==> config.mk <==
export PLATFORM = sky130hd
export DESIGN_NAME = xio_top
export DESIGN_NICKNAME = d
export VERILOG_FILES = /design/src/shared/xio_pkg.sv /design/src/rtl/xio_relay_src.sv /design/src/rtl/xio_top.sv
export SDC_FILE = /design/constraint.sdc
export NUM_CORES = 1
export LEC_CHECK = 0
export ABC_AREA = 1
export BUFFER_PORTS_ARGS = -buffer_cell sky130_fd_sc_hd__buf_2
export CORE_MARGIN = 2
export CORE_UTILIZATION = 44
export CTS_CLUSTER_DIAMETER = 30
export DETAILED_ROUTE_END_ITERATION = 8
export PLACE_DENSITY = 0.86
export SYNTH_ARGS = -nofsm -noshare
export SYNTH_HDL_FRONTEND = slang
export SYNTH_SLANG_ARGS = --single-unit
==> constraint.sdc <==
create_clock -name sys_clk_i -period 2.5 [get_ports sys_clk_i]
set_input_delay 0.125 -clock sys_clk_i [delete_from_list [all_inputs] [get_ports sys_clk_i]]
set_output_delay 0.125 -clock sys_clk_i [all_outputs]
set_load 0.02 [all_outputs]
==> src/shared/xio_pkg.sv <==
// package: register map, field positions and codes for the extension io block
package xio_pkg;
  // register offsets (word index on the plain register port)
  localparam logic [3:0] XIO_OFS_IN_LEVELS = 4'h0;
  localparam logic [3:0] XIO_OFS_OUT_LEVELS = 4'h1;
  localparam logic [3:0] XIO_OFS_OVR_SEL = 4'h2;
  localparam logic [3:0] XIO_OFS_OVR_VAL = 4'h3;
  localparam logic [3:0] XIO_OFS_SRC_A = 4'h4;
  localparam logic [3:0] XIO_OFS_SRC_B = 4'h5;
  localparam logic [3:0] XIO_OFS_DOUT_CTL = 4'h6;
  // field positions in output words
  localparam int XIO_BIT_RELAY_A = 0;
  localparam int XIO_BIT_RELAY_B = 1;
  localparam int XIO_BIT_DOUT = 5;
  // writable bits of override words
  localparam logic [15:0] XIO_OVR_MASK = 16'h0023;
  // reset values
  localparam logic [15:0] XIO_OVR_RST = 16'h0000;
  localparam logic [4:0] XIO_SRC_RST = 5'h00;
  // status word bit positions
  localparam int XIO_MAIN_READY_RUN = 1;
  localparam int XIO_MAIN_READY_REF = 2;
  localparam int XIO_MAIN_AT_TARGET = 8;
  localparam int XIO_DRV1_ENABLED = 0;
  localparam int XIO_DRV1_STARTED = 5;
  localparam int XIO_DRV1_RUNNING = 6;
  localparam int XIO_DRV2_MAGNETIZED = 1;
  localparam int XIO_SPD_REVERSE = 2;
  // relay source selector codes
  typedef enum logic [4:0] {
    XIO_SRC_OFF = 5'h00,
    XIO_SRC_ON = 5'h01,
    XIO_SRC_READY_RUN = 5'h02,
    XIO_SRC_ENABLED = 5'h04,
    XIO_SRC_STARTED = 5'h05,
    XIO_SRC_MAGNETIZED = 5'h06,
    XIO_SRC_RUNNING = 5'h07,
    XIO_SRC_READY_REF = 5'h08,
    XIO_SRC_AT_TARGET = 5'h09,
    XIO_SRC_REVERSE = 5'h0A
  } xio_src_t;
endpackage

==> src/rtl/xio_relay_src.sv <==
// relay source selector: maps a selector code to a status bit
`timescale 1ns/1ps
module xio_relay_src (
  // selection
  input wire logic [4:0] sel_i,
  // status words
  input wire logic [15:0] main_status_i,
  input wire logic [15:0] drive_status1_i,
  input wire logic [15:0] drive_status2_i,
  input wire logic [15:0] speed_status_i,
  // result
  output logic level_o
);
  import xio_pkg::*;

  // combinational pick of the source bit
  always_comb begin
    unique case (sel_i)
      XIO_SRC_OFF: level_o = 1'b0;
      XIO_SRC_ON: level_o = 1'b1;
      XIO_SRC_READY_RUN: level_o = main_status_i[XIO_MAIN_READY_RUN];
      XIO_SRC_READY_REF: level_o = main_status_i[XIO_MAIN_READY_REF];
      XIO_SRC_AT_TARGET: level_o = main_status_i[XIO_MAIN_AT_TARGET];
      XIO_SRC_ENABLED: level_o = drive_status1_i[XIO_DRV1_ENABLED];
      XIO_SRC_STARTED: level_o = drive_status1_i[XIO_DRV1_STARTED];
      XIO_SRC_RUNNING: level_o = drive_status1_i[XIO_DRV1_RUNNING];
      XIO_SRC_MAGNETIZED: level_o = drive_status2_i[XIO_DRV2_MAGNETIZED];
      XIO_SRC_REVERSE: level_o = speed_status_i[XIO_SPD_REVERSE];
      default: level_o = 1'b0; // unlisted codes keep the relay off
    endcase
  end
endmodule

==> src/rtl/xio_top.sv <==
// extension io status and output override block
// behaviour notes
// - one clock, one synchronous active-high reset, no enables needed
// - every output is a flop, so outputs lag the status words by one cycle
// - a write lands at its strobe edge; the outputs follow one edge later
// - read data stand only in the cycle after the read strobe, else zero
// - reads have no side effects, so back-to-back strobes are safe
// - the input and output status words have no write path at all
// - the output status word shows the driven levels, not the requests
// - override words keep only bits 0, 1 and 5; other bits read zero
// - the force select gates the forced value; a value alone does nothing
// - a cleared select bit hands the output back to its normal source
// - reset clears both override words and parks both relays on code zero
// - unlisted selector codes hold the relay off rather than let it float
// - selector codes are stored as written, unlisted ones included
// - digital out has no selector; its normal level is a plain register bit
// - inputs are taken as synchronous; no synchroniser sits in front
// - the status words from the drive are levels, sampled every cycle
// - a status bit that pulses for less than a cycle may be missed
//
// register index map
// - 0: input levels, read only
// - 1: output levels, read only
// - 2: override select mask
// - 3: override values
// - 4: relay a source code
// - 5: relay b source code
// - 6: digital out normal level in bit 0
// - 7 and up: unmapped, read zero, writes dropped
//
// hazards for users
// - forcing an output and clearing the force takes two writes
// - write the value word before the select word to avoid a glitch
// - selecting first drives the old value for one cycle
// - a relay source change takes effect on the next cycle
// - the relay flops do not debounce; a fast status toggles the relay
// - nothing here limits how often a relay may switch
//
// Implementation choices: strobed register access and the register offsets.
`timescale 1ns/1ps
module xio_top #(
  parameter int NUM_INPUTS = 6 // extension input count
) (
  // clock and reset
  input wire logic sys_clk_i,
  input wire logic rst_i,
  // register port
  input wire logic [3:0] reg_addr_i,
  input wire logic [15:0] reg_wdata_i,
  input wire logic reg_wr_i,
  input wire logic reg_rd_i,
  output logic [15:0] reg_rdata_o,
  // extension inputs
  input wire logic [NUM_INPUTS-1:0] ext_input_i,
  // drive status words
  input wire logic [15:0] main_status_i,
  input wire logic [15:0] drive_status1_i,
  input wire logic [15:0] drive_status2_i,
  input wire logic [15:0] speed_status_i,
  // outputs to the module
  output logic relay_out_a_o,
  output logic relay_out_b_o,
  output logic ext_digital_out_o
);
  import xio_pkg::*;

  // software registers
  logic [15:0] ovr_sel_r; // override select mask
  logic [15:0] ovr_val_r; // override values
  logic [4:0] src_a_r; // relay a source code
  logic [4:0] src_b_r; // relay b source code
  logic dout_ctl_r; // digital out normal level
  logic [NUM_INPUTS-1:0] in_r; // sampled inputs

  // output and read flops
  logic relay_a_r; // relay a level as driven
  logic relay_b_r; // relay b level as driven
  logic dout_r; // digital out level as driven
  logic [15:0] rdata_r; // read data, one cycle only

  // write hit on one register index
  // the read-only indices never get a hit, so writes there fall away
  function automatic logic wr_hit(input logic wr, input logic [3:0] addr, input logic [3:0] ofs);
    return wr && (addr == ofs);
  endfunction

  // forced value wins while the select bit stands, else the normal level
  // the value bit alone never reaches the output
  function automatic logic ovr_pick(input logic [15:0] sel, input logic [15:0] val, input int pos,
    input logic normal);
    return sel[pos] ? val[pos] : normal;
  endfunction

  // zero-extend a selector code to a read word
  function automatic logic [15:0] rd_word5(input logic [4:0] f);
    return {11'h000, f};
  endfunction

  // write decode, one named wire per writable register
  wire wr_sel = wr_hit(reg_wr_i, reg_addr_i, XIO_OFS_OVR_SEL); // override select
  wire wr_val = wr_hit(reg_wr_i, reg_addr_i, XIO_OFS_OVR_VAL); // override values
  wire wr_src_a = wr_hit(reg_wr_i, reg_addr_i, XIO_OFS_SRC_A); // relay a source code
  wire wr_src_b = wr_hit(reg_wr_i, reg_addr_i, XIO_OFS_SRC_B); // relay b source code
  wire wr_dout = wr_hit(reg_wr_i, reg_addr_i, XIO_OFS_DOUT_CTL); // digital out level
  // no decode wire exists for indices 0 and 1: the status words
  // cannot be written, whatever the strobe carries

  // normal sources
  logic src_a_lvl;
  logic src_b_lvl;

  xio_relay_src u_src_a (
    .sel_i(src_a_r),
    .main_status_i(main_status_i),
    .drive_status1_i(drive_status1_i),
    .drive_status2_i(drive_status2_i),
    .speed_status_i(speed_status_i),
    .level_o(src_a_lvl)
  );

  xio_relay_src u_src_b (
    .sel_i(src_b_r),
    .main_status_i(main_status_i),
    .drive_status1_i(drive_status1_i),
    .drive_status2_i(drive_status2_i),
    .speed_status_i(speed_status_i),
    .level_o(src_b_lvl)
  );

  // override muxes, only while the select bit stands
  // reserved bits of either word never reach a mux
  wire relay_a_nxt = ovr_pick(ovr_sel_r, ovr_val_r, XIO_BIT_RELAY_A, src_a_lvl);
  wire relay_b_nxt = ovr_pick(ovr_sel_r, ovr_val_r, XIO_BIT_RELAY_B, src_b_lvl);
  wire dout_nxt = ovr_pick(ovr_sel_r, ovr_val_r, XIO_BIT_DOUT, dout_ctl_r);

  // input status word, first input in bit 0, upper bits zero
  wire [15:0] in_word = 16'(in_r);

  // output status word built from the driven levels, not the requests
  logic [15:0] out_word;
  always_comb begin
    out_word = 16'h0000; // unused bits read zero
    out_word[XIO_BIT_RELAY_A] = relay_a_r;
    out_word[XIO_BIT_RELAY_B] = relay_b_r;
    out_word[XIO_BIT_DOUT] = dout_r;
  end

  // short fields widened for readback
  wire [15:0] src_a_word = rd_word5(src_a_r); // relay a code
  wire [15:0] src_b_word = rd_word5(src_b_r); // relay b code
  wire [15:0] dout_word = {15'h0000, dout_ctl_r}; // digital out level

  // read mux, picked on the strobe cycle and held by the read flop
  logic [15:0] rdata_nxt;
  always_comb begin
    unique case (reg_addr_i)
      XIO_OFS_IN_LEVELS: rdata_nxt = in_word; // input levels
      XIO_OFS_OUT_LEVELS: rdata_nxt = out_word; // output levels
      XIO_OFS_OVR_SEL: rdata_nxt = ovr_sel_r; // select mask
      XIO_OFS_OVR_VAL: rdata_nxt = ovr_val_r; // forced values
      XIO_OFS_SRC_A: rdata_nxt = src_a_word; // relay a code
      XIO_OFS_SRC_B: rdata_nxt = src_b_word; // relay b code
      XIO_OFS_DOUT_CTL: rdata_nxt = dout_word; // digital out level
      default: rdata_nxt = 16'h0000; // unmapped reads zero
    endcase
  end

  // override select mask; reserved bits are never stored
  always_ff @(posedge sys_clk_i) begin
    if (rst_i) begin
      ovr_sel_r <= XIO_OVR_RST;
    end else if (wr_sel) begin
      ovr_sel_r <= reg_wdata_i & XIO_OVR_MASK;
    end
  end

  // override values; reserved bits are never stored
  always_ff @(posedge sys_clk_i) begin
    if (rst_i) begin
      ovr_val_r <= XIO_OVR_RST;
    end else if (wr_val) begin
      ovr_val_r <= reg_wdata_i & XIO_OVR_MASK;
    end
  end

  // relay a source code; reset parks it on the off code
  always_ff @(posedge sys_clk_i) begin
    if (rst_i) begin
      src_a_r <= XIO_SRC_RST;
    end else if (wr_src_a) begin
      src_a_r <= reg_wdata_i[4:0]; // any code; unlisted ones act as off
    end
  end

  // relay b source code; reset parks it on the off code
  always_ff @(posedge sys_clk_i) begin
    if (rst_i) begin
      src_b_r <= XIO_SRC_RST;
    end else if (wr_src_b) begin
      src_b_r <= reg_wdata_i[4:0]; // any code; unlisted ones act as off
    end
  end

  // digital out normal level, used while not forced
  always_ff @(posedge sys_clk_i) begin
    if (rst_i) begin
      dout_ctl_r <= 1'b0; // off after reset
    end else if (wr_dout) begin
      dout_ctl_r <= reg_wdata_i[0]; // bit 0 only
    end
  end

  // input sample flop; only the pins load it, never the register port
  always_ff @(posedge sys_clk_i) begin
    if (rst_i) begin
      in_r <= '0; // inputs read off during reset
    end else begin
      in_r <= ext_input_i;
    end
  end

  // relay a flop follows its mux every cycle, so a released force ends one edge after the select write
  always_ff @(posedge sys_clk_i) begin
    if (rst_i) begin
      relay_a_r <= 1'b0; // de-energised after reset
    end else begin
      relay_a_r <= relay_a_nxt;
    end
  end

  // relay b flop follows its mux every cycle
  always_ff @(posedge sys_clk_i) begin
    if (rst_i) begin
      relay_b_r <= 1'b0; // de-energised after reset
    end else begin
      relay_b_r <= relay_b_nxt;
    end
  end

  // digital out flop; no write path, so the status word always tracks it
  always_ff @(posedge sys_clk_i) begin
    if (rst_i) begin
      dout_r <= 1'b0; // off after reset
    end else begin
      dout_r <= dout_nxt;
    end
  end

  // read data, valid the cycle after the strobe only
  always_ff @(posedge sys_clk_i) begin
    if (rst_i) begin
      rdata_r <= 16'h0000;
    end else if (reg_rd_i) begin
      rdata_r <= rdata_nxt;
    end else begin
      rdata_r <= 16'h0000;
    end
  end

  // outputs straight from flops
  assign reg_rdata_o = rdata_r;
  assign relay_out_a_o = relay_a_r;
  assign relay_out_b_o = relay_b_r;
  assign ext_digital_out_o = dout_r;
endmodule

==> flow_summary.yaml, run 1 <==
layout:
  mostFrequentLayoutCells: "37 x nand2_1, 36 x buf_2, 32 x dfxtp_1"
  syn2layout_area_growth_pct: 16.9
  finalNetCount: 372
  antennaDiodeCount: 0
  mostFrequentLayoutCell: "nand2_1"
  final_layout_size_suffix_gt1_share_pct: 22.2
sta:
  finalClockSkew_ns: 0.00732
  setup_violations: 0
  fin_crit_ns: 1.20
  rsz0062_at_grt: "false"
  finalHoldViolations: 0
  final-max-slew-violation-count: 0
  layout_setup_ws_ns: 1.30
  setup_tns_ns: 0
  fin_crit_sh_pct: 47.8
  fmax_mhz: 836
die:
  core_um2: 3630
  initial_core_util_pct: 45.4
  pin_count: 113
  dieArea_um2: 4250
  die_w_um: 65.2
  fp.dieH_um: 65.2
  num_rows: 22
job:
  maxCapViolCount: 0
power_and_ir_drop:
  p_int_mw: 0.779
  sequentialPowerShare_pct: 50.3
  p_comb_share_pct: 10.8
  leakagePower_nw: 0.944
  vdd_ir_drop_max_mv: 0.314
  clkPwrFrac_pct: 38.8
  p_per_area_nw_per_um2: 548
  p_sw_share_pct: 26.2
  p_switching_mw: 0.276
global_route:
  grt_first_pass_wirelength_um: 6000
  grt_pass1_vias: 1419
  grt_max_degree: 19
  grt.overflow.total: 0
  antenna_found_initial: 0
  grt.total_usage_pct: 18.2
worst_setup_path:
  worstPathRequired_ns: 2.69
  slowest_stage: "dfxtp_1"
  crit_top_cell: "nand2_1"
  crit_buf_inv: 2
  worstSetupStartpointType: "flip-flop"
  crit_chain: "inv_1 -> nand2_1 -> nor2_1 -> nand3_1 -> nand2_1 -> nor2_1 -> nand3_1 -> nand2_1 -> inv_1"
  cp_max_fo: 7
  path_delay_family: "simple AND/OR/NAND/NOR gates"
  critPathKind: "flip-flop to flip-flop"
  end_kind: "flip-flop"
  crit_arrival_ns: 1.39
  critPathMaxStageDelay_ns: 0.38
yosys:
  ys_types: 25
  async_flop_share_pct: 0
  ys.flop_type: "dfxtp_1"
  yosys_warnings: 0
  synth_seq_cells: 32
  ys_seq_area_share_pct: 38.9
  synth_area_um2: 1650
  synthCells: 239
  avgSynthCellArea_um2: 6.89
  synth-edff-count: 0
drt:
  drt_pass1_iterations: 4
  routed_wl_um: 3740
  viasPerCell: 4.91
  route.vias.total: 1606
  drtAntennaViolNets: 0
  route.detailed.drc: 0
  avgRoutedWirePerCell_um: 11.4
  drt_iter0_markers: 100
clock_tree:
  cts_resized: 0
  cts.sinks: 32
  clockRootBuffer: "clkbuf_8"
  cts_max_level: 2
  clkLatencyLatePin_ns: 0.29
  clockBufferDepth: 2
  numCtsBuffers: 5
  hold_buffers: 0
  cts_setup_buffers: 0
  cts_tree: "done"
  clk_pin_slew_ns: 0.07
place:
  place_ws_ns: 1.33
  gp_congestion: 0.900
  hpwl_um: 2880
  io_buffer_count: 36
min_path:
  min_path_type: "input pin to flip-flop"
run_status:
  status: "finished, final reports clean"
==> sequential cells by signal (all words and copies together) (netlist names) <==
| name | cells |
|---|---|
| relay_out_a_o | 1 |
| ovr_sel_r | 3 |
| ovr_val_r | 3 |
| dout_ctl_r | 1 |
| ext_digital_out_o | 1 |
| src_a_r | 5 |
| in_r | 6 |
| relay_out_b_o | 1 |
| src_b_r | 5 |
| reg_rdata_o | 6 |
==> tightest hold or removal path, stage by stage <==
cell    delay (ns)
buf_2         0.07
inv_1         0.03
nor2_1        0.06
==> metal layers <==
metal,GRT usage [%],vias to the layer above,part of all wire [%]
met3,4.28,8,7.9
met1,21.6,697,43
met5,0,-,0
met2,30.9,70,48
met4,8.59,0,1.6
li1,-,831,-
==> cell families (layout without fill, tap and decap cells) <==
group | count (synthesis) | count (layout) | share of synthesized area (%)
AND/OR/NAND/NOR | 103 | 103 | 29.8
AO/OA/AOI/OAI | 52 | 52 | 17.0
buffers and inverters | 51 | 82 | 14.0
flip-flops | 32 | 32 | 38.9
other | 1 | 10 | 0.228
==> synth_stat cells, types with 2 or more instances <==
master | number | area, µm²
a21oi_1 | 25 | 125
a41oi_1 | 2 | 17.5
buf_4 | 10 | 75.1
dfxtp_1 | 32 | 641
inv_1 | 31 | 116
inv_2 | 7 | 26.3
nand2_1 | 37 | 139
nand2_2 | 3 | 18.8
nand2_4 | 2 | 22.5
nand3_1 | 15 | 75.1
nand3b_1 | 2 | 15.0
nand4_1 | 6 | 37.5
nor2_1 | 30 | 113
nor2_4 | 4 | 45.0
nor3_1 | 2 | 10.0
o21ai_0 | 18 | 90.1
o21ai_1 | 3 | 15.0
o221ai_1 | 3 | 26.3
==> layout make-up <==
cell class	count	area, µm²
Clock buffer	6	82.6
Inverter	38	143
Tap cell	48	60.1
Fill cell	363	1710
Clock inverter	2	10.0
Sequential cell	32	641
Timing Repair Buffer	36	180
Multi-Input combinational cell	165	810
==> power groups by stage <==
| stage | Combinational (mW) | Clock, mW | Sequential, mW |
|---|---|---|---|
| 6_report | 0.114 | 0.410 | 0.531 |
| 5_1_grt | 0.128 | 0.434 | 0.532 |
| 4_1_cts | 0.114 | 0.416 | 0.531 |
| 3_5_place_dp | 0.113 | 0 | 0.543 |
| 3_3_place_gp | 0.112 | 0 | 0.542 |
| 2_1_floorplan | 0.0805 | 0 | 0.543 |
==> per-stage QoR <==
stage / utilization [%] / std cells / area, µm² / hold slack (ns) / total power, mW
after CTS: 53.0 / 327 / 1930 / 0.0297 / 1.06
final: 53.0 / 327 / 1930 / 0.0315 / 1.06
after global placement: 50.4 / 319 / 1830 / 0.329 / 0.654
after floorplan: - / 248 / 1680 / 0.232 / 0.624
after global routing: 53.0 / 327 / 1930 / 0.0390 / 1.09
after detailed placement: 50.4 / 319 / 1830 / 0.333 / 0.656
==> path summary, 6_finish.rpt <==
kind,from,end,slack [ns],cells after the start
max,src_b_r[4],relay_out_b_o,1.30,9
min,ext_input_i[0],in_r[0],0.03,3
max reg2reg,src_b_r[4],relay_out_b_o,1.30,9
min reg2reg,ovr_sel_r[5],ext_digital_out_o,0.46,1
Power figures use the tool's default switching activity.
==> run 2: changes to the inputs <==
--- a/config.mk
+++ b/config.mk
@@ -5,13 +5,13 @@
 export SDC_FILE = /design/constraint.sdc
 export NUM_CORES = 1
 export LEC_CHECK = 0
-export ABC_AREA = 1
+export ABC_AREA = 0
 export BUFFER_PORTS_ARGS = -buffer_cell sky130_fd_sc_hd__buf_2
 export CORE_MARGIN = 2
-export CORE_UTILIZATION = 44
+export CORE_UTILIZATION = 40
 export CTS_CLUSTER_DIAMETER = 30
 export DETAILED_ROUTE_END_ITERATION = 8
-export PLACE_DENSITY = 0.86
+export PLACE_DENSITY = 0.81
 export SYNTH_ARGS = -nofsm -noshare
 export SYNTH_HDL_FRONTEND = slang
 export SYNTH_SLANG_ARGS = --single-unit
==> constraint.sdc (replaced) <==
create_clock -name sys_clk_i -period 1.1 [get_ports sys_clk_i]
set_input_delay 0.055 -clock sys_clk_i [delete_from_list [all_inputs] [get_ports sys_clk_i]]
set_output_delay 0.055 -clock sys_clk_i [all_outputs]
set_load 0.02 [all_outputs]
==> flow_summary.yaml, run 2 <==
sta:
  setup_violations: 3
  layout_setup_ws_ns: -0.456
  rsz0062_at_grt: "true"
  fin_crit_ns: 1.56
  final-max-slew-violation-count: 0
  finalClockSkew_ns: 0.00531
  fin_crit_sh_pct: 141
  fmax_mhz: 643
  finalHoldViolations: 0
yosys:
  synth_area_leaders: "dfxtp_1 41%, mux2i_1 17%, nor2_1 6.3%"
  synth-edff-count: 0
  async_flop_share_pct: 0
  avgSynthCellArea_um2: 9.72
  ys.flop_type: "dfxtp_1"
  synth_compound_area_share_pct: 6.68
  synthXorXnorAreaFrac_pct: 0
  ys_top_cells_by_count: "32 x dfxtp_1, 27 x mux2i_1, 26 x nor2_1"
  synth_top_area_share_pct: 41.2
  synth_top_family_by_area: "multiplexers"
  synthSimpleGateAreaFrac_pct: 20.1
  synthCells: 160
  ys_types: 33
  synth_seq_cells: 32
  yosys_warnings: 0
  synth_fa_ha_area_share_pct: 0
  ys_seq_area_share_pct: 41.2
  synth_area_leader_cell: "dfxtp_1"
  synth.most_common_cell: "dfxtp_1"
  synth_area_um2: 1560
  muxShareOfSynthArea_pct: 23.2
drt:
  route.detailed.drc: 0
  route.vias.total: 1377
  avgRoutedWirePerCell_um: 15.4
  drtAntennaViolNets: 0
  drt_iter0_markers: 54
  viasPerCell: 5.06
  routed_wl_um: 4190
  drt_pass1_iterations: 4
global_route:
  grt_max_degree: 27
  grt.overflow.total: 0
  grt_first_pass_wirelength_um: 6340
  grt.total_usage_pct: 19.9
  antenna_found_initial: 0
  grt_pass1_vias: 1366
worst_setup_path:
  reg2reg_slack_ns: -0.46
  crit_buf_inv: 0
  critPathKind: "flip-flop to flip-flop"
  path_delay_family: "simple AND/OR/NAND/NOR gates"
  end_kind: "flip-flop"
  slowest_stage: "mux4_2"
  crit_arrival_ns: 1.78
  r2r-start: "src_b_r[2]"
  critPathMaxStageDelay_ns: 0.44
  worstSetupStartpointType: "flip-flop"
  r2r_end: "relay_out_b_o"
  crit_chain: "nor2b_1 -> mux4_2 -> or4_1 -> a21oi_2"
  cp_max_fo: 6
  reg2reg_depth: 4
  worstPathRequired_ns: 1.33
clock_tree:
  clockRootBuffer: "clkbuf_8"
  clockBufferDepth: 2
  clk_pin_slew_ns: 0.07
  cts_max_level: 2
  cts.sinks: 32
  clkLatencyLatePin_ns: 0.29
  cts_tree: "done"
  numCtsBuffers: 5
run_status:
  failed_checks: "setup timing"
  status: "complete, but fails checks"
power_and_ir_drop:
  leakagePower_nw: 0.930
  sequentialPowerShare_pct: 49.3
  p_int_mw: 1.83
  p_sw_share_pct: 24.4
  vdd_ir_drop_max_mv: 0.655
  p_switching_mw: 0.590
  total_power_mw: 2.42
  p_comb_share_pct: 12.4
  clkPwrFrac_pct: 38.3
  p_per_area_nw_per_um2: 1140
layout:
  mostFrequentLayoutCells: "36 x buf_2, 27 x mux2i_1, 27 x buf_4"
  syn2layout_area_growth_pct: 36.0
  mostFrequentLayoutCell: "buf_2"
  final_layout_size_suffix_gt1_share_pct: 40.2
  final_util_pct: 57.4
  num-fill-cells: 330
  finalNetCount: 317
  antennaDiodeCount: 0
place:
  gp_congestion: 0.860
  io_buffer_count: 36
  hpwl_um: 2820
min_path:
  holdPathStages: 2
  min_from: "ext_input_i[5]"
  min_path_type: "input pin to flip-flop"
  min_delay_worst_endpoint: "in_r[5]"
die:
  fp.dieH_um: 66.4
  die_w_um: 66.4
  initial_core_util_pct: 42.2
  num_rows: 22
  core_um2: 3690
  pin_count: 113
  dieArea_um2: 4400
job:
  maxCapViolCount: 0
-- run 2: cell count changes after synthesis, moves of 4 or more --
cell      change
clkbuf_1      +7
nor2_1        -4
a21oi_1      -22
nand3_1      -13
o21ai_0      -15
nor2b_1       +7
inv_2         -7
mux2i_1      +27
nand2_1      -33
nand4_1       -5
nor2_4        -4
inv_1        -29
mux4_2        +4
-- run 2: area by class of cell --
type / count / area [µm²] / area share, %
multi-input cells: 114 / 857 / 40.5
clock buffers: 8 / 90.1 / 4.26
repair buffers: 68 / 443 / 20.9
well taps: 48 / 60.1 / 2.84
inverters: 2 / 7.51 / 0.355
flip-flops and latches: 32 / 658 / 31.1
-- run 2: routing by layer --
metal	vias to the layer above	GRT usage [%]	wire length (µm)
li1	676	-	-
met1	644	22.1	1710
met2	44	33.0	2090
met3	13	5.62	229
met4	0	12.8	153
met5	-	0	0
-- run 2: worst max-delay path by stage --
stage	start	to	slack, ns	cells after the start
6_report	src_b_r[2]	relay_out_b_o	-0.46	4
3_3_place_gp	src_b_r[2]	relay_out_b_o	-0.38	4
5_1_grt	src_b_r[2]	relay_out_b_o	-0.50	4
3_5_place_dp	src_b_r[2]	relay_out_b_o	-0.44	4
2_1_floorplan	src_b_r[2]	relay_out_b_o	-0.42	5
4_1_cts	src_b_r[2]	relay_out_b_o	-0.40	4
-- run 2: cell families (layout without fill, tap and decap cells) --
family / count (synthesis) / in the layout
buffers and inverters: 23 / 78
muxes: 31 / 31
other: 1 / 10
DFF: 32 / 32
AOI/OAI and AO/OA: 15 / 15
and+or+nand+nor: 58 / 58
-- run 2: stage by stage --
| step | instance area [µm²] | hold slack [ns] | std cells | worst slack, ns | TNS, ns |
|---|---|---|---|---|---|
| after global routing | 2120 | 0.0270 | 272 | -0.498 | -0.830 |
| after global placement | 1920 | 0.264 | 258 | -0.384 | -1.89 |
| final | 2120 | 0.000156 | 272 | -0.456 | -0.717 |
| after CTS | 2080 | 0.0103 | 270 | -0.404 | -0.521 |
| after floorplan | 1610 | 0.132 | 169 | -0.418 | -0.687 |
| after detailed placement | 1920 | 0.272 | 258 | -0.442 | -2.18 |
-- run 2: what timing repair did --
item                                    CTS  global route
gates resized for setup                  11             7
endpoints found under the setup margin    4             4
hold buffers                              4             0
buffers inserted                          0             2
pin swaps                                 1             5
endpoints found under the hold margin     4             0
-- run 2: worst register-to-register path, stage by stage (launching register included) --
cell and delay (ns):
dfxtp_2 0.35, nor2b_1 0.13, mux4_2 0.44, or4_1 0.44, a21oi_2 0.14
-- run 2: power by group through the flow --
| stage | sequential [mW] | combinational (mW) | clock [mW] |
|---|---|---|---|
| final | 1.19 | 0.299 | 0.927 |
| after global routing | 1.19 | 0.325 | 0.989 |
| after CTS | 1.20 | 0.291 | 0.940 |
| after detailed placement | 1.22 | 0.275 | 0 |
| after global placement | 1.22 | 0.269 | 0 |
| after floorplan | 1.22 | 0.173 | 0 |
